--- config.mk ---
export PLATFORM = sky130hd
export DESIGN_NAME = mms_status_map
export DESIGN_NICKNAME = d
export VERILOG_FILES = /design/src/logic/mms_pkg.sv /design/src/logic/mms_status_map.sv
export SDC_FILE = /design/constraint.sdc
export NUM_CORES = 1
export LEC_CHECK = 0
export CAP_MARGIN = 10
export CORE_UTILIZATION = 49
export CTS_CLUSTER_DIAMETER = 50
export DETAILED_ROUTE_END_ITERATION = 8
export DONT_BUFFER_PORTS = 1
export PLACE_DENSITY = 0.72
export SETUP_SLACK_MARGIN = 0.1
export SLEW_MARGIN = 20
export SYNTH_ARGS = -nofsm -noshare
export SYNTH_HDL_FRONTEND = slang
export SYNTH_SLANG_ARGS = --single-unit
--- constraint.sdc ---
create_clock -name clk -period 6.1 [get_ports clk]
set_input_delay 1.22 -clock clk [delete_from_list [all_inputs] [get_ports clk]]
set_output_delay 1.22 -clock clk [all_outputs]
set_load 0.03 [all_outputs]
--- src/logic/mms_pkg.sv ---
/*
  Constants for the motion monitor status map: word offsets, field
  positions, widths and reset values.
  Assumes the host reaches the words with hexadecimal word addresses.
*/
`default_nettype none

package mms_pkg;

  localparam int ADDR_W = 16;
  localparam int DATA_W = 32;
  localparam int CODE_W = 16;
  localparam int HALF_W = 16;
  localparam int PROG_W = 10;

  // ----------------------------------------------------------------
  // word offsets
  // ----------------------------------------------------------------
  localparam logic [15:0] OFS_SYSTEM_FAULT_CODE = 16'h1770;
  localparam logic [15:0] OFS_TASK_ONE_FAULT_CODE = 16'h1771;
  localparam logic [15:0] OFS_TASK_TWO_FAULT_CODE = 16'h1772;
  localparam logic [15:0] OFS_TASK_THREE_FAULT_CODE = 16'h1773;
  localparam logic [15:0] OFS_TASK_FOUR_FAULT_CODE = 16'h1774;
  localparam logic [15:0] OFS_AXIS_ONE_FAULT_CODE = 16'h1775;
  localparam logic [15:0] OFS_AXIS_TWO_FAULT_CODE = 16'h1776;
  localparam logic [15:0] OFS_AXIS_THREE_FAULT_CODE = 16'h1777;
  localparam logic [15:0] OFS_AXIS_FOUR_FAULT_CODE = 16'h1778;
  localparam logic [15:0] OFS_AXES_ONE_TWO_IO_STATUS = 16'h177B;
  localparam logic [15:0] OFS_AXES_THREE_FOUR_IO_STATUS = 16'h177C;
  localparam logic [15:0] OFS_TASK_ONE_RUNNING_PROGRAM = 16'h1784;

  // ----------------------------------------------------------------
  // bit positions inside one axis half of an i/o status word
  // ----------------------------------------------------------------
  localparam int IO_GP_IN = 0;
  localparam int IO_GP_OUT = 1;
  localparam int IO_CCW_LIMIT = 8;
  localparam int IO_CW_LIMIT = 9;
  localparam int IO_ORIGIN = 10;
  localparam int IO_ESTOP = 11;
  localparam int IO_DRV_ALARM = 12;
  localparam int IO_RUN_OUT = 13;
  localparam int IO_ALARM_RESET_OUT = 14;
  localparam int IO_SENSOR_ON_OUT = 15;

  // ----------------------------------------------------------------
  // values
  // ----------------------------------------------------------------
  localparam logic [15:0] CODE_NONE = 16'h0000;
  localparam logic [9:0] PROG_MAX = 10'h3E7;
  localparam logic [9:0] PROG_RESET = 10'h000;
  localparam logic [31:0] WORD_RESET = 32'h0000_0000;

endpackage

`default_nettype wire

--- src/logic/mms_status_map.sv ---
/*
  Read-only monitor word bank of a multi-axis motion module.
  Assumes status inputs are synchronous to clk and that the host issues
  one memory read or write command at a time with hexadecimal addresses.
*/
`timescale 1ns/1ps
`default_nettype none

module mms_status_map
  import mms_pkg::*;
#(
  parameter bit FOUR_AXIS = 1'b1
) (
  input wire logic clk,
  input wire logic reset_n,
  input wire logic cmd_valid,
  input wire logic memory_write_command,
  input wire logic [ADDR_W-1:0] cmd_addr,
  input wire logic [DATA_W-1:0] cmd_wdata,
  input wire logic system_fault_active,
  input wire logic [CODE_W-1:0] system_fault_in,
  input wire logic [3:0][CODE_W-1:0] task_fault_in,
  input wire logic [3:0][CODE_W-1:0] axis_fault_in,
  input wire logic [3:0] gp_in,
  input wire logic [3:0] gp_out,
  input wire logic [3:0] ccw_limit,
  input wire logic [3:0] cw_limit,
  input wire logic [3:0] origin_near,
  input wire logic [3:0] estop,
  input wire logic [3:0] drv_alarm,
  input wire logic [3:0] run_out,
  input wire logic [3:0] alarm_reset_out,
  input wire logic [3:0] sensor_on_out,
  input wire logic program_running,
  input wire logic [PROG_W-1:0] program_number,
  output logic rd_valid,
  output logic [DATA_W-1:0] rd_data,
  output logic rd_miss,
  output logic wr_done
);

  // ----------------------------------------------------------------
  // reset release
  // ----------------------------------------------------------------
  logic rst_meta;
  logic rst_n;

  always_ff @(posedge clk or negedge reset_n) begin
    if (!reset_n) begin
      rst_meta <= 1'b0;
      rst_n <= 1'b0;
    end else begin
      rst_meta <= 1'b1;
      rst_n <= rst_meta;
    end
  end

  // ----------------------------------------------------------------
  // helpers
  // ----------------------------------------------------------------
  function automatic logic [HALF_W-1:0] io_half(input int ax, input logic [3:0] gi,
      input logic [3:0] go, input logic [3:0] ccw, input logic [3:0] cw,
      input logic [3:0] org, input logic [3:0] es, input logic [3:0] da,
      input logic [3:0] ro, input logic [3:0] ar, input logic [3:0] so);
    logic [HALF_W-1:0] h;
    h = '0;
    h[IO_GP_IN] = gi[ax];
    h[IO_GP_OUT] = go[ax];
    h[IO_CCW_LIMIT] = ccw[ax];
    h[IO_CW_LIMIT] = cw[ax];
    h[IO_ORIGIN] = org[ax];
    h[IO_ESTOP] = es[ax];
    h[IO_DRV_ALARM] = da[ax];
    h[IO_RUN_OUT] = ro[ax];
    h[IO_ALARM_RESET_OUT] = ar[ax];
    h[IO_SENSOR_ON_OUT] = so[ax];
    return h;
  endfunction

  function automatic logic [DATA_W-1:0] low_word_half(input logic [HALF_W-1:0] v);
    return {{(DATA_W-HALF_W){1'b0}}, v};
  endfunction

  // ----------------------------------------------------------------
  // monitor words
  // ----------------------------------------------------------------
  logic [CODE_W-1:0] system_fault_code;
  logic [3:0][CODE_W-1:0] task_fault_code;
  logic [3:0][CODE_W-1:0] axis_fault_code;
  logic [DATA_W-1:0] axes_one_two_io_status;
  logic [DATA_W-1:0] axes_three_four_io_status;
  logic [PROG_W-1:0] task_one_running_program;
  logic [CODE_W-1:0] next_system_fault_code;
  logic [3:0][CODE_W-1:0] next_task_fault_code;
  logic [3:0][CODE_W-1:0] next_axis_fault_code;
  logic [DATA_W-1:0] next_axes_one_two_io_status;
  logic [DATA_W-1:0] next_axes_three_four_io_status;
  logic [PROG_W-1:0] next_task_one_running_program;

  // words follow only their own inputs; no command term appears here
  always_comb begin
    next_system_fault_code = system_fault_active ? system_fault_in : CODE_NONE;
    next_task_fault_code = task_fault_in;
    next_axis_fault_code = axis_fault_in;
    if (!FOUR_AXIS) begin
      next_task_fault_code[2] = CODE_NONE;
      next_task_fault_code[3] = CODE_NONE;
      next_axis_fault_code[2] = CODE_NONE;
      next_axis_fault_code[3] = CODE_NONE;
    end
    next_axes_one_two_io_status = {
      io_half(1, gp_in, gp_out, ccw_limit, cw_limit, origin_near, estop, drv_alarm,
              run_out, alarm_reset_out, sensor_on_out),
      io_half(0, gp_in, gp_out, ccw_limit, cw_limit, origin_near, estop, drv_alarm,
              run_out, alarm_reset_out, sensor_on_out)};
    next_axes_three_four_io_status = {
      io_half(3, gp_in, gp_out, ccw_limit, cw_limit, origin_near, estop, drv_alarm,
              run_out, alarm_reset_out, sensor_on_out),
      io_half(2, gp_in, gp_out, ccw_limit, cw_limit, origin_near, estop, drv_alarm,
              run_out, alarm_reset_out, sensor_on_out)};
    if (!FOUR_AXIS) begin
      next_axes_three_four_io_status = WORD_RESET;
    end
    next_task_one_running_program = task_one_running_program;
    // out-of-range numbers are dropped so the word never leaves 0..999
    if (program_running && program_number <= PROG_MAX) begin
      next_task_one_running_program = program_number;
    end
  end

  always_ff @(posedge clk or negedge rst_n) begin
    if (!rst_n) begin
      system_fault_code <= CODE_NONE;
      task_fault_code <= '0;
      axis_fault_code <= '0;
      axes_one_two_io_status <= WORD_RESET;
      axes_three_four_io_status <= WORD_RESET;
      task_one_running_program <= PROG_RESET;
    end else begin
      system_fault_code <= next_system_fault_code;
      task_fault_code <= next_task_fault_code;
      axis_fault_code <= next_axis_fault_code;
      axes_one_two_io_status <= next_axes_one_two_io_status;
      axes_three_four_io_status <= next_axes_three_four_io_status;
      task_one_running_program <= next_task_one_running_program;
    end
  end

  // ----------------------------------------------------------------
  // memory command answer
  // ----------------------------------------------------------------
  logic next_rd_valid;
  logic [DATA_W-1:0] next_rd_data;
  logic next_rd_miss;
  logic next_wr_done;
  logic [DATA_W-1:0] dec_data;
  logic dec_hit;

  // write data is accepted and discarded: every word here is read-only
  always_comb begin
    dec_data = WORD_RESET;
    dec_hit = 1'b1;
    if (cmd_addr == OFS_SYSTEM_FAULT_CODE) begin
      dec_data = low_word_half(system_fault_code);
    end else if (cmd_addr == OFS_TASK_ONE_FAULT_CODE) begin
      dec_data = low_word_half(task_fault_code[0]);
    end else if (cmd_addr == OFS_TASK_TWO_FAULT_CODE) begin
      dec_data = low_word_half(task_fault_code[1]);
    end else if (FOUR_AXIS && cmd_addr == OFS_TASK_THREE_FAULT_CODE) begin
      dec_data = low_word_half(task_fault_code[2]);
    end else if (FOUR_AXIS && cmd_addr == OFS_TASK_FOUR_FAULT_CODE) begin
      dec_data = low_word_half(task_fault_code[3]);
    end else if (cmd_addr == OFS_AXIS_ONE_FAULT_CODE) begin
      dec_data = low_word_half(axis_fault_code[0]);
    end else if (cmd_addr == OFS_AXIS_TWO_FAULT_CODE) begin
      dec_data = low_word_half(axis_fault_code[1]);
    end else if (FOUR_AXIS && cmd_addr == OFS_AXIS_THREE_FAULT_CODE) begin
      dec_data = low_word_half(axis_fault_code[2]);
    end else if (FOUR_AXIS && cmd_addr == OFS_AXIS_FOUR_FAULT_CODE) begin
      dec_data = low_word_half(axis_fault_code[3]);
    end else if (cmd_addr == OFS_AXES_ONE_TWO_IO_STATUS) begin
      dec_data = axes_one_two_io_status;
    end else if (FOUR_AXIS && cmd_addr == OFS_AXES_THREE_FOUR_IO_STATUS) begin
      dec_data = axes_three_four_io_status;
    end else if (cmd_addr == OFS_TASK_ONE_RUNNING_PROGRAM) begin
      dec_data = {{(DATA_W-PROG_W){1'b0}}, task_one_running_program};
    end else begin
      dec_hit = 1'b0;
    end
    next_rd_valid = cmd_valid && !memory_write_command;
    next_rd_data = (next_rd_valid && dec_hit) ? dec_data : WORD_RESET;
    next_rd_miss = next_rd_valid && !dec_hit;
    next_wr_done = cmd_valid && memory_write_command;
  end

  always_ff @(posedge clk or negedge rst_n) begin
    if (!rst_n) begin
      rd_valid <= 1'b0;
      rd_data <= WORD_RESET;
      rd_miss <= 1'b0;
      wr_done <= 1'b0;
    end else begin
      rd_valid <= next_rd_valid;
      rd_data <= next_rd_data;
      rd_miss <= next_rd_miss;
      wr_done <= next_wr_done;
    end
  end

  // ----------------------------------------------------------------
  // checks
  // ----------------------------------------------------------------
  write_no_read_a: assert property (@(posedge clk) disable iff (!rst_n)
    cmd_valid && memory_write_command |=> wr_done && !rd_valid && rd_data == WORD_RESET)
    else $error("write command produced read data");

  absent_words_a: assert property (@(posedge clk) disable iff (!rst_n)
    !FOUR_AXIS && cmd_valid && !memory_write_command
    && cmd_addr == OFS_AXIS_THREE_FAULT_CODE |=> rd_valid && rd_miss && rd_data == WORD_RESET)
    else $error("absent axis word answered in two-axis build");

  sys_code_load_a: assert property (@(posedge clk) disable iff (!rst_n)
    system_fault_active |=> system_fault_code == $past(system_fault_in))
    else $error("system fault code not loaded");

  sys_code_zero_a: assert property (@(posedge clk) disable iff (!rst_n)
    !system_fault_active ##1 !system_fault_active |-> system_fault_code == CODE_NONE)
    else $error("system fault code nonzero while normal");

  task_two_read_a: assert property (@(posedge clk) disable iff (!rst_n)
    cmd_valid && !memory_write_command && cmd_addr == OFS_TASK_TWO_FAULT_CODE
    |=> rd_data == low_word_half($past(task_fault_code[1])))
    else $error("task two fault word wrong");

  axis_code_a: assert property (@(posedge clk) disable iff (!rst_n)
    1'b1 |=> axis_fault_code[1] == $past(axis_fault_in[1]))
    else $error("axis two fault word not following");

  io_unused_zero_a: assert property (@(posedge clk) disable iff (!rst_n)
    axes_one_two_io_status[7:2] == 6'h00 && axes_one_two_io_status[23:18] == 6'h00)
    else $error("unused i/o bits set");

  io_bits_follow_a: assert property (@(posedge clk) disable iff (!rst_n)
    1'b1 |=> axes_one_two_io_status[HALF_W + IO_ESTOP] == $past(estop[1])
    && axes_one_two_io_status[IO_CCW_LIMIT] == $past(ccw_limit[0]))
    else $error("limit or stop bit mismatch");

  io_outs_follow_a: assert property (@(posedge clk) disable iff (!rst_n)
    1'b1 |=> axes_one_two_io_status[IO_SENSOR_ON_OUT] == $past(sensor_on_out[0])
    && axes_one_two_io_status[HALF_W + IO_RUN_OUT] == $past(run_out[1]))
    else $error("output status bit mismatch");

  zu_gp_bits_a: assert property (@(posedge clk) disable iff (!rst_n)
    FOUR_AXIS |=> axes_three_four_io_status[HALF_W + IO_GP_OUT] == $past(gp_out[3]))
    else $error("fourth general output bit mismatch");

  prog_hold_a: assert property (@(posedge clk) disable iff (!rst_n)
    !program_running |=> $stable(task_one_running_program))
    else $error("program word changed while idle");

  prog_range_a: assert property (@(posedge clk) disable iff (!rst_n)
    task_one_running_program <= PROG_MAX)
    else $error("program word out of range");

  read_pure_a: assert property (@(posedge clk) disable iff (!rst_n)
    cmd_valid && !program_running |=> $stable(task_one_running_program))
    else $error("command disturbed program word");

  idle_quiet_a: assert property (@(posedge clk) disable iff (!rst_n)
    !cmd_valid |=> !rd_valid && !wr_done && !rd_miss && rd_data == WORD_RESET)
    else $error("answer without a command");

  miss_no_data_a: assert property (@(posedge clk) disable iff (!rst_n)
    rd_miss |-> rd_valid && rd_data == WORD_RESET)
    else $error("miss carried read data");

  absent_task_a: assert property (@(posedge clk) disable iff (!rst_n)
    !FOUR_AXIS && cmd_valid && !memory_write_command
    && cmd_addr == OFS_TASK_FOUR_FAULT_CODE |=> rd_miss)
    else $error("absent task word answered in two-axis build");

  absent_zu_io_a: assert property (@(posedge clk) disable iff (!rst_n)
    !FOUR_AXIS |-> axes_three_four_io_status == WORD_RESET)
    else $error("absent i/o word not zero in two-axis build");

  sys_read_a: assert property (@(posedge clk) disable iff (!rst_n)
    cmd_valid && !memory_write_command && cmd_addr == OFS_SYSTEM_FAULT_CODE
    |=> rd_data == low_word_half($past(system_fault_code)))
    else $error("system fault word read wrong");

  task_one_read_a: assert property (@(posedge clk) disable iff (!rst_n)
    cmd_valid && !memory_write_command && cmd_addr == OFS_TASK_ONE_FAULT_CODE
    |=> rd_data == low_word_half($past(task_fault_code[0])))
    else $error("task one fault word read wrong");

  axis_one_read_a: assert property (@(posedge clk) disable iff (!rst_n)
    cmd_valid && !memory_write_command && cmd_addr == OFS_AXIS_ONE_FAULT_CODE
    |=> rd_data == low_word_half($past(axis_fault_code[0])))
    else $error("axis one fault word read wrong");

  io_word_read_a: assert property (@(posedge clk) disable iff (!rst_n)
    cmd_valid && !memory_write_command && cmd_addr == OFS_AXES_ONE_TWO_IO_STATUS
    |=> rd_data == $past(axes_one_two_io_status))
    else $error("i/o word read wrong");

  gp_bits_follow_a: assert property (@(posedge clk) disable iff (!rst_n)
    1'b1 |=> axes_one_two_io_status[IO_GP_IN] == $past(gp_in[0])
    && axes_one_two_io_status[HALF_W + IO_GP_OUT] == $past(gp_out[1]))
    else $error("general i/o bit mismatch");

  alarm_bits_follow_a: assert property (@(posedge clk) disable iff (!rst_n)
    1'b1 |=> axes_one_two_io_status[IO_DRV_ALARM] == $past(drv_alarm[0])
    && axes_one_two_io_status[HALF_W + IO_ORIGIN] == $past(origin_near[1]))
    else $error("alarm or origin bit mismatch");

  zu_unused_zero_a: assert property (@(posedge clk) disable iff (!rst_n)
    axes_three_four_io_status[7:2] == 6'h00 && axes_three_four_io_status[23:18] == 6'h00)
    else $error("unused z/u i/o bits set");

  prog_load_a: assert property (@(posedge clk) disable iff (!rst_n)
    program_running && program_number <= PROG_MAX
    |=> task_one_running_program == $past(program_number))
    else $error("running program number not taken");

  prog_read_a: assert property (@(posedge clk) disable iff (!rst_n)
    cmd_valid && !memory_write_command && cmd_addr == OFS_TASK_ONE_RUNNING_PROGRAM
    |=> rd_data == {{(DATA_W-PROG_W){1'b0}}, $past(task_one_running_program)})
    else $error("program word read wrong");

endmodule

`default_nettype wire

Word level (Yosys, flattened, before mapping). Cells that the tools add are included. Widths: inputs -> output; s select.

ROM bits: 0. Input bits: 248. Memory bits (writable): 0. Memories kept: 0. Register bits: 231. Logic and storage cells: 64. Bits in latches: 0. Output and inout port bits: 35.

$mul: 0. Shift operators: 0. $add $sub $neg: 0. Multiplexer cells: 26. Order comparisons: 1. Equal/unequal tests: 12. Divide/modulo/power cells: 0. Bitwise gates (word level): 0. Reductions and logical operators: 7.

Operators by type and width (number): $mux 32 (12); $eq 16x13->1 const B (12); $mux 16 (1); $mux 1 (12); $le 10x10->1 const B (1); $mux 10 (1); $logic_and 1x1->1 (5); $logic_not 1->1 (2).

Longest topological paths before layout.
Depth after elaboration: 15. Depth in mapped cells: 9. Depth with buffers taken out: 7.

Worst setup path before layout. Ideal clock, no wire load.

Kind: input-to-reg. Start point: input cmd_addr[13]. End point: register rd_data[5]. Data required time: 5.980 ns. Stages on the path: 8. Setup time: 0.120 ns. Slack: 2.924 ns. Path buffers: 1. Arrival time: 3.055 ns. Path through: or4b_4 -> buf_6 -> nor4_4 -> nand2_2 -> or2_0 -> a221oi_2 -> o21ai_1 -> o211a_1.

Word-level cells in the longest chain between the ends: 15. Elaborated cells between the ends (all ways): 38. Those cells by class: 12 x eq/ne; 25 x mux; 1 x reduce/logical.

Ends and longest elaborated chain: start: declaration (line mms_status_map.sv:18) `input wire logic [ADDR_W-1:0] cmd_addr,`; $eq 16x13->1 (line mms_status_map.sv:185) `end else if (cmd_addr == OFS_TASK_ONE_RUNNING_PROGRAM) begin`; $mux 1 (line mms_status_map.sv:185); $mux 1 (line mms_status_map.sv:183) `end else if (FOUR_AXIS && cmd_addr == OFS_AXES_THREE_FOUR_IO_STATUS) begin`; $mux 1 (line mms_status_map.sv:181) `end else if (cmd_addr == OFS_AXES_ONE_TWO_IO_STATUS) begin`; $mux 1 (line mms_status_map.sv:179) `end else if (FOUR_AXIS && cmd_addr == OFS_AXIS_FOUR_FAULT_CODE) begin`; $mux 1 (line mms_status_map.sv:177) `end else if (FOUR_AXIS && cmd_addr == OFS_AXIS_THREE_FAULT_CODE) begin`; $mux 1 (line mms_status_map.sv:175) `end else if (cmd_addr == OFS_AXIS_TWO_FAULT_CODE) begin`; $mux 1 (line mms_status_map.sv:173) `end else if (cmd_addr == OFS_AXIS_ONE_FAULT_CODE) begin`; $mux 1 (line mms_status_map.sv:171) `end else if (FOUR_AXIS && cmd_addr == OFS_TASK_FOUR_FAULT_CODE) begin`; $mux 1 (line mms_status_map.sv:169) `end else if (FOUR_AXIS && cmd_addr == OFS_TASK_THREE_FAULT_CODE) begin`; $mux 1 (line mms_status_map.sv:167) `end else if (cmd_addr == OFS_TASK_TWO_FAULT_CODE) begin`; $mux 1 (line mms_status_map.sv:165) `end else if (cmd_addr == OFS_TASK_ONE_FAULT_CODE) begin`; $mux 1 (line mms_status_map.sv:163) `if (cmd_addr == OFS_SYSTEM_FAULT_CODE) begin`; $logic_and 1x1->1 (line mms_status_map.sv:191) `next_rd_data = (next_rd_valid && dec_hit) ? dec_data : WORD_RESET;`; $mux 32 * (line mms_status_map.sv:191); via next_rd_data[5] (line mms_status_map.sv:153) `logic [DATA_W-1:0] next_rd_data;`; end signal: assignment (line mms_status_map.sv:204) `rd_data <= next_rd_data;`; end: declaration (line mms_status_map.sv:37) `output logic [DATA_W-1:0] rd_data,`.

The timed path passes the listed nets; every way through them passes the cells marked *. A chain may end at the register's enable or synchronous reset.

Worst setup path in the final report.
Start point: input cmd_addr[7]. End point: register rd_data[9].

Same word-level chain as after synthesis.

==> run_results.csv <==
group,metric,value,unit
drt,drt-pass1-iter-count,5,
drt,drc,0,
placed_design,port_buffers,0,
drt,vias,5047,
clocking,cts_root_buffer,"clkbuf_16",
sta,fin_skew,0.0156,ns
global_route,grt_max_degree,80,
clocking,clockBufferDepth,3,
die,die_y,130,microns
synth,yosysWarnings,0,
setup_path,crit_path_top_delay_cell,"nor2_1",
setup_path,critical-path-max-stage-delay,0.71,ns
sta,fin_crit,3.56,ns
die,die-area,0.0170,sq mm
global_route,grt_first_pass_wirelength,30800,microns
die,num_rows,46,
cells_and_area,fillers,1320,
die,core,0.0160,sq mm
drt,wl,21400,microns
die,initial_core_util,50.6,%
clocking,path_clk_slew,0.06,ns
synth,syn_avg_cell_area,13.4,sq um
cells_and_area,final_nets,856,
drt,antenna_left,0,
worst_hold_path,hp-class,"reg -> reg",
run_status,outcome,"finished, final reports clean",
setup_path,endpoint_kind,"register",
clocking,cts_setup_buffers,0,
setup_path,arrival,4.00,ns
die,io_pins,283,
sta,fmax,281,MHz
clocking,cts_tree,"done",
pwr,internal-power,2.42,mW
placed_design,gp_congestion,0.817,
sta,slew-limit-headroom,36.7,%
drt,viasPerCell,5.97,
global_route,grt_overflow,0,
pwr,netSwitchingFraction,21.5,%
clocking,clkLatencyLatePin,0.52,ns
synth,synth-seq-cells,225,
synth,synth_cell_type_count,69,
run,maxCapViolCount,0,
sta,setup-violations-final,0,
synth,synth_edf_count,0,
pwr,p_comb_share,2.5,%
setup_path,cp_top_family,"simple AND/OR/NAND/NOR gates",
sta,period_share,58.4,%
pwr,power_density,341,mW/mm^2
setup_path,worst_ep_required_time,6.54,ns
synth,synth_ff_type,"dfrtp_1",
cells_and_area,layout-drive-gt1-share,13.0,%
global_route,grtUsageTotal,25.2,%
sta,rsz0062_at_grt,"false",
drt,routedWlPerCell,25.3,microns
clocking,htree_levels,1,
pwr,leakagePower,3.76,nW
synth,synth_area,0.00809,sq mm
cells_and_area,syn2layout_area_growth,11.6,%
setup_path,cp_cell_sequence,"nand4b_1, buf_4, or3_4, nor2_1, a221oi_1, a21oi_1, o21ai_0, a21oi_1",
synth,seq_area_frac_synth,69.6,%
clocking,cts_num_sinks,225,
pwr,clkPwrFrac,45.5,%
setup_path,cp.buffers_inverters,1,
sta,hold_violations,0,
global_route,grt_pass1_vias,5289,
pwr,switchingPower,0.664,mW
clocking,cts_made_buffers,25,
pwr,ir_drop,0.237,mV
sta,setup_ws,2.54,ns
clocking,cts-hold-fix-buffers,0,
placed_design,post-place-ws,2.04,ns
setup_path,cp_max_fo,11,
global_route,antenna_found_initial,7,
setup_path,critPathMostFrequentCell,"a21oi_1",
synth,synth_cells,602,
die,die-width,130,microns
sta,slew_viol_final,0,
pwr,pwr-share-seq,52.0,%
clocking,cts_resized,0,
setup_path,criticalPathCategory,"in -> reg",
drt,drt_iter0_drc,274,
setup_path,start_kind,"input pin",
sta,setup_tns,0,ns
synth,synthArstFlopShare,100,%
sta,worst_pin_slew,0.950,ns
placed_design,hpwl,15400,microns
## placed cells by master (no fill, tap or decap), types with 10 or more instances in the layout
master and count:
nor2_1 47, a21oi_1 28, dfrtp_1 224, o21ai_0 30, a221oi_1 12, mux2_2 10
o22ai_1 11, clkbuf_16 25, and2_1 25, nand2_1 34, a22oi_1 23
## kinds of logic (layout without fill, tap and decap cells)
family,count (synthesis),count (layout),share of synthesized area (%)
other,2,13,0.0928
AO/OA/AOI/OAI,150,150,12.7
multiplexers,17,17,2.26
flip-flops,225,225,69.6
AND/OR/NAND/NOR,173,173,13.0
buffers and inverters,35,52,2.29
## sequential cells by signal, indices dropped and copies added, names as in the netlist, 10 cells and up
register	flops
axes_one_two_io_status	20
axes_three_four_io_status	20
axis_fault_code	64
rd_data	26
system_fault_code	16
task_fault_code	64
task_one_running_program	10
## layer usage
layer	wire length, microns	track usage [%]
met1	8350	31.2
met2	10300	41.4
met3	2050	8.22
met4	703	9.60
met5	21	0
## power groups by stage
stage | logic (mW) | clock network, mW | registers [mW]
6_report | 0.0777 | 1.40 | 1.60
5_1_grt | 0.0864 | 1.49 | 1.61
4_1_cts | 0.0790 | 1.42 | 1.60
3_5_place_dp | 0.0785 | 0 | 1.63
3_3_place_gp | 0.0763 | 0 | 1.62
2_1_floorplan | 0.0584 | 0 | 1.63
## stage by stage
stage | total power, mW | hold WS (ns) | utilization [%] | std cells | area [sq um]
final | 3.08 | 0.344 | 56.4 | 846 | 9020
after global routing | 3.18 | 0.361 | 56.4 | 845 | 9020
after CTS | 3.10 | 0.342 | 56.3 | 840 | 9010
after detailed placement | 1.71 | 0.336 | 51.5 | 797 | 8240
after global placement | 1.70 | 0.338 | 51.5 | 797 | 8240
after floorplan | 1.69 | 0.331 | - | 607 | 8110
## cells in the mapped netlist, types with 3 or more instances
master | number | area, sq um
a211oi_1 | 3 | 22.5
a21oi_1 | 28 | 140
a221o_1 | 4 | 40.0
a221oi_1 | 12 | 105
a222oi_1 | 6 | 60.1
a22oi_1 | 23 | 173
and2_1 | 25 | 156
buf_1 | 3 | 11.3
buf_2 | 4 | 20.0
buf_4 | 7 | 52.6
buf_6 | 3 | 33.8
clkbuf_1 | 12 | 45.0
dfrtp_1 | 225 | 5630
inv_1 | 5 | 18.8
mux2_2 | 10 | 113
mux2i_1 | 7 | 70.1
nand2_1 | 34 | 128
nand2b_1 | 3 | 18.8
nand3_1 | 3 | 15.0
nand4_1 | 4 | 25.0
nand4b_1 | 3 | 26.3
nor2_1 | 47 | 176
nor2_2 | 3 | 18.8
nor2b_1 | 6 | 37.5
nor3_1 | 4 | 20.0
nor3_2 | 4 | 40.0
nor4_1 | 4 | 25.0
nor4_2 | 4 | 50.1
nor4_4 | 3 | 63.8
o211ai_1 | 5 | 37.5
o21ai_0 | 30 | 150
o21ai_1 | 5 | 25.0
o221a_2 | 3 | 33.8
o221ai_1 | 6 | 52.6
o22ai_1 | 11 | 68.8
## worst paths after layout
| path | slack, ns | startpoint | end | depth (start not counted) |
|---|---|---|---|---|
| min reg2reg | 0.34 | rst_meta | rst_n | 0 |
| max | 2.54 | cmd_addr[7] | rd_data[9] | 8 |
| max in group asynchronous | 4.11 | rst_n | rd_data[15] | 1 |
| min in group asynchronous | 0.39 | reset_n | rst_n | 0 |
| min | 0.34 | rst_meta | rst_n | 0 |
| max reg2reg | 4.11 | rst_n | rd_data[15] | 1 |
## cell type report
type	count	area [sq um]	share of cell area, %
Sequential cell	225	5630	62.4
Multi-Input combinational cell	347	2290	25.4
Clock buffer	34	679	7.53
Tap cell	216	270	2.99
Clock inverter	9	88.8	0.984
Timing Repair Buffer	3	22.5	0.250
Inverter	6	22.5	0.250
Antenna cell	6	15.0	0.166
(Power assumes the default switching activity.)
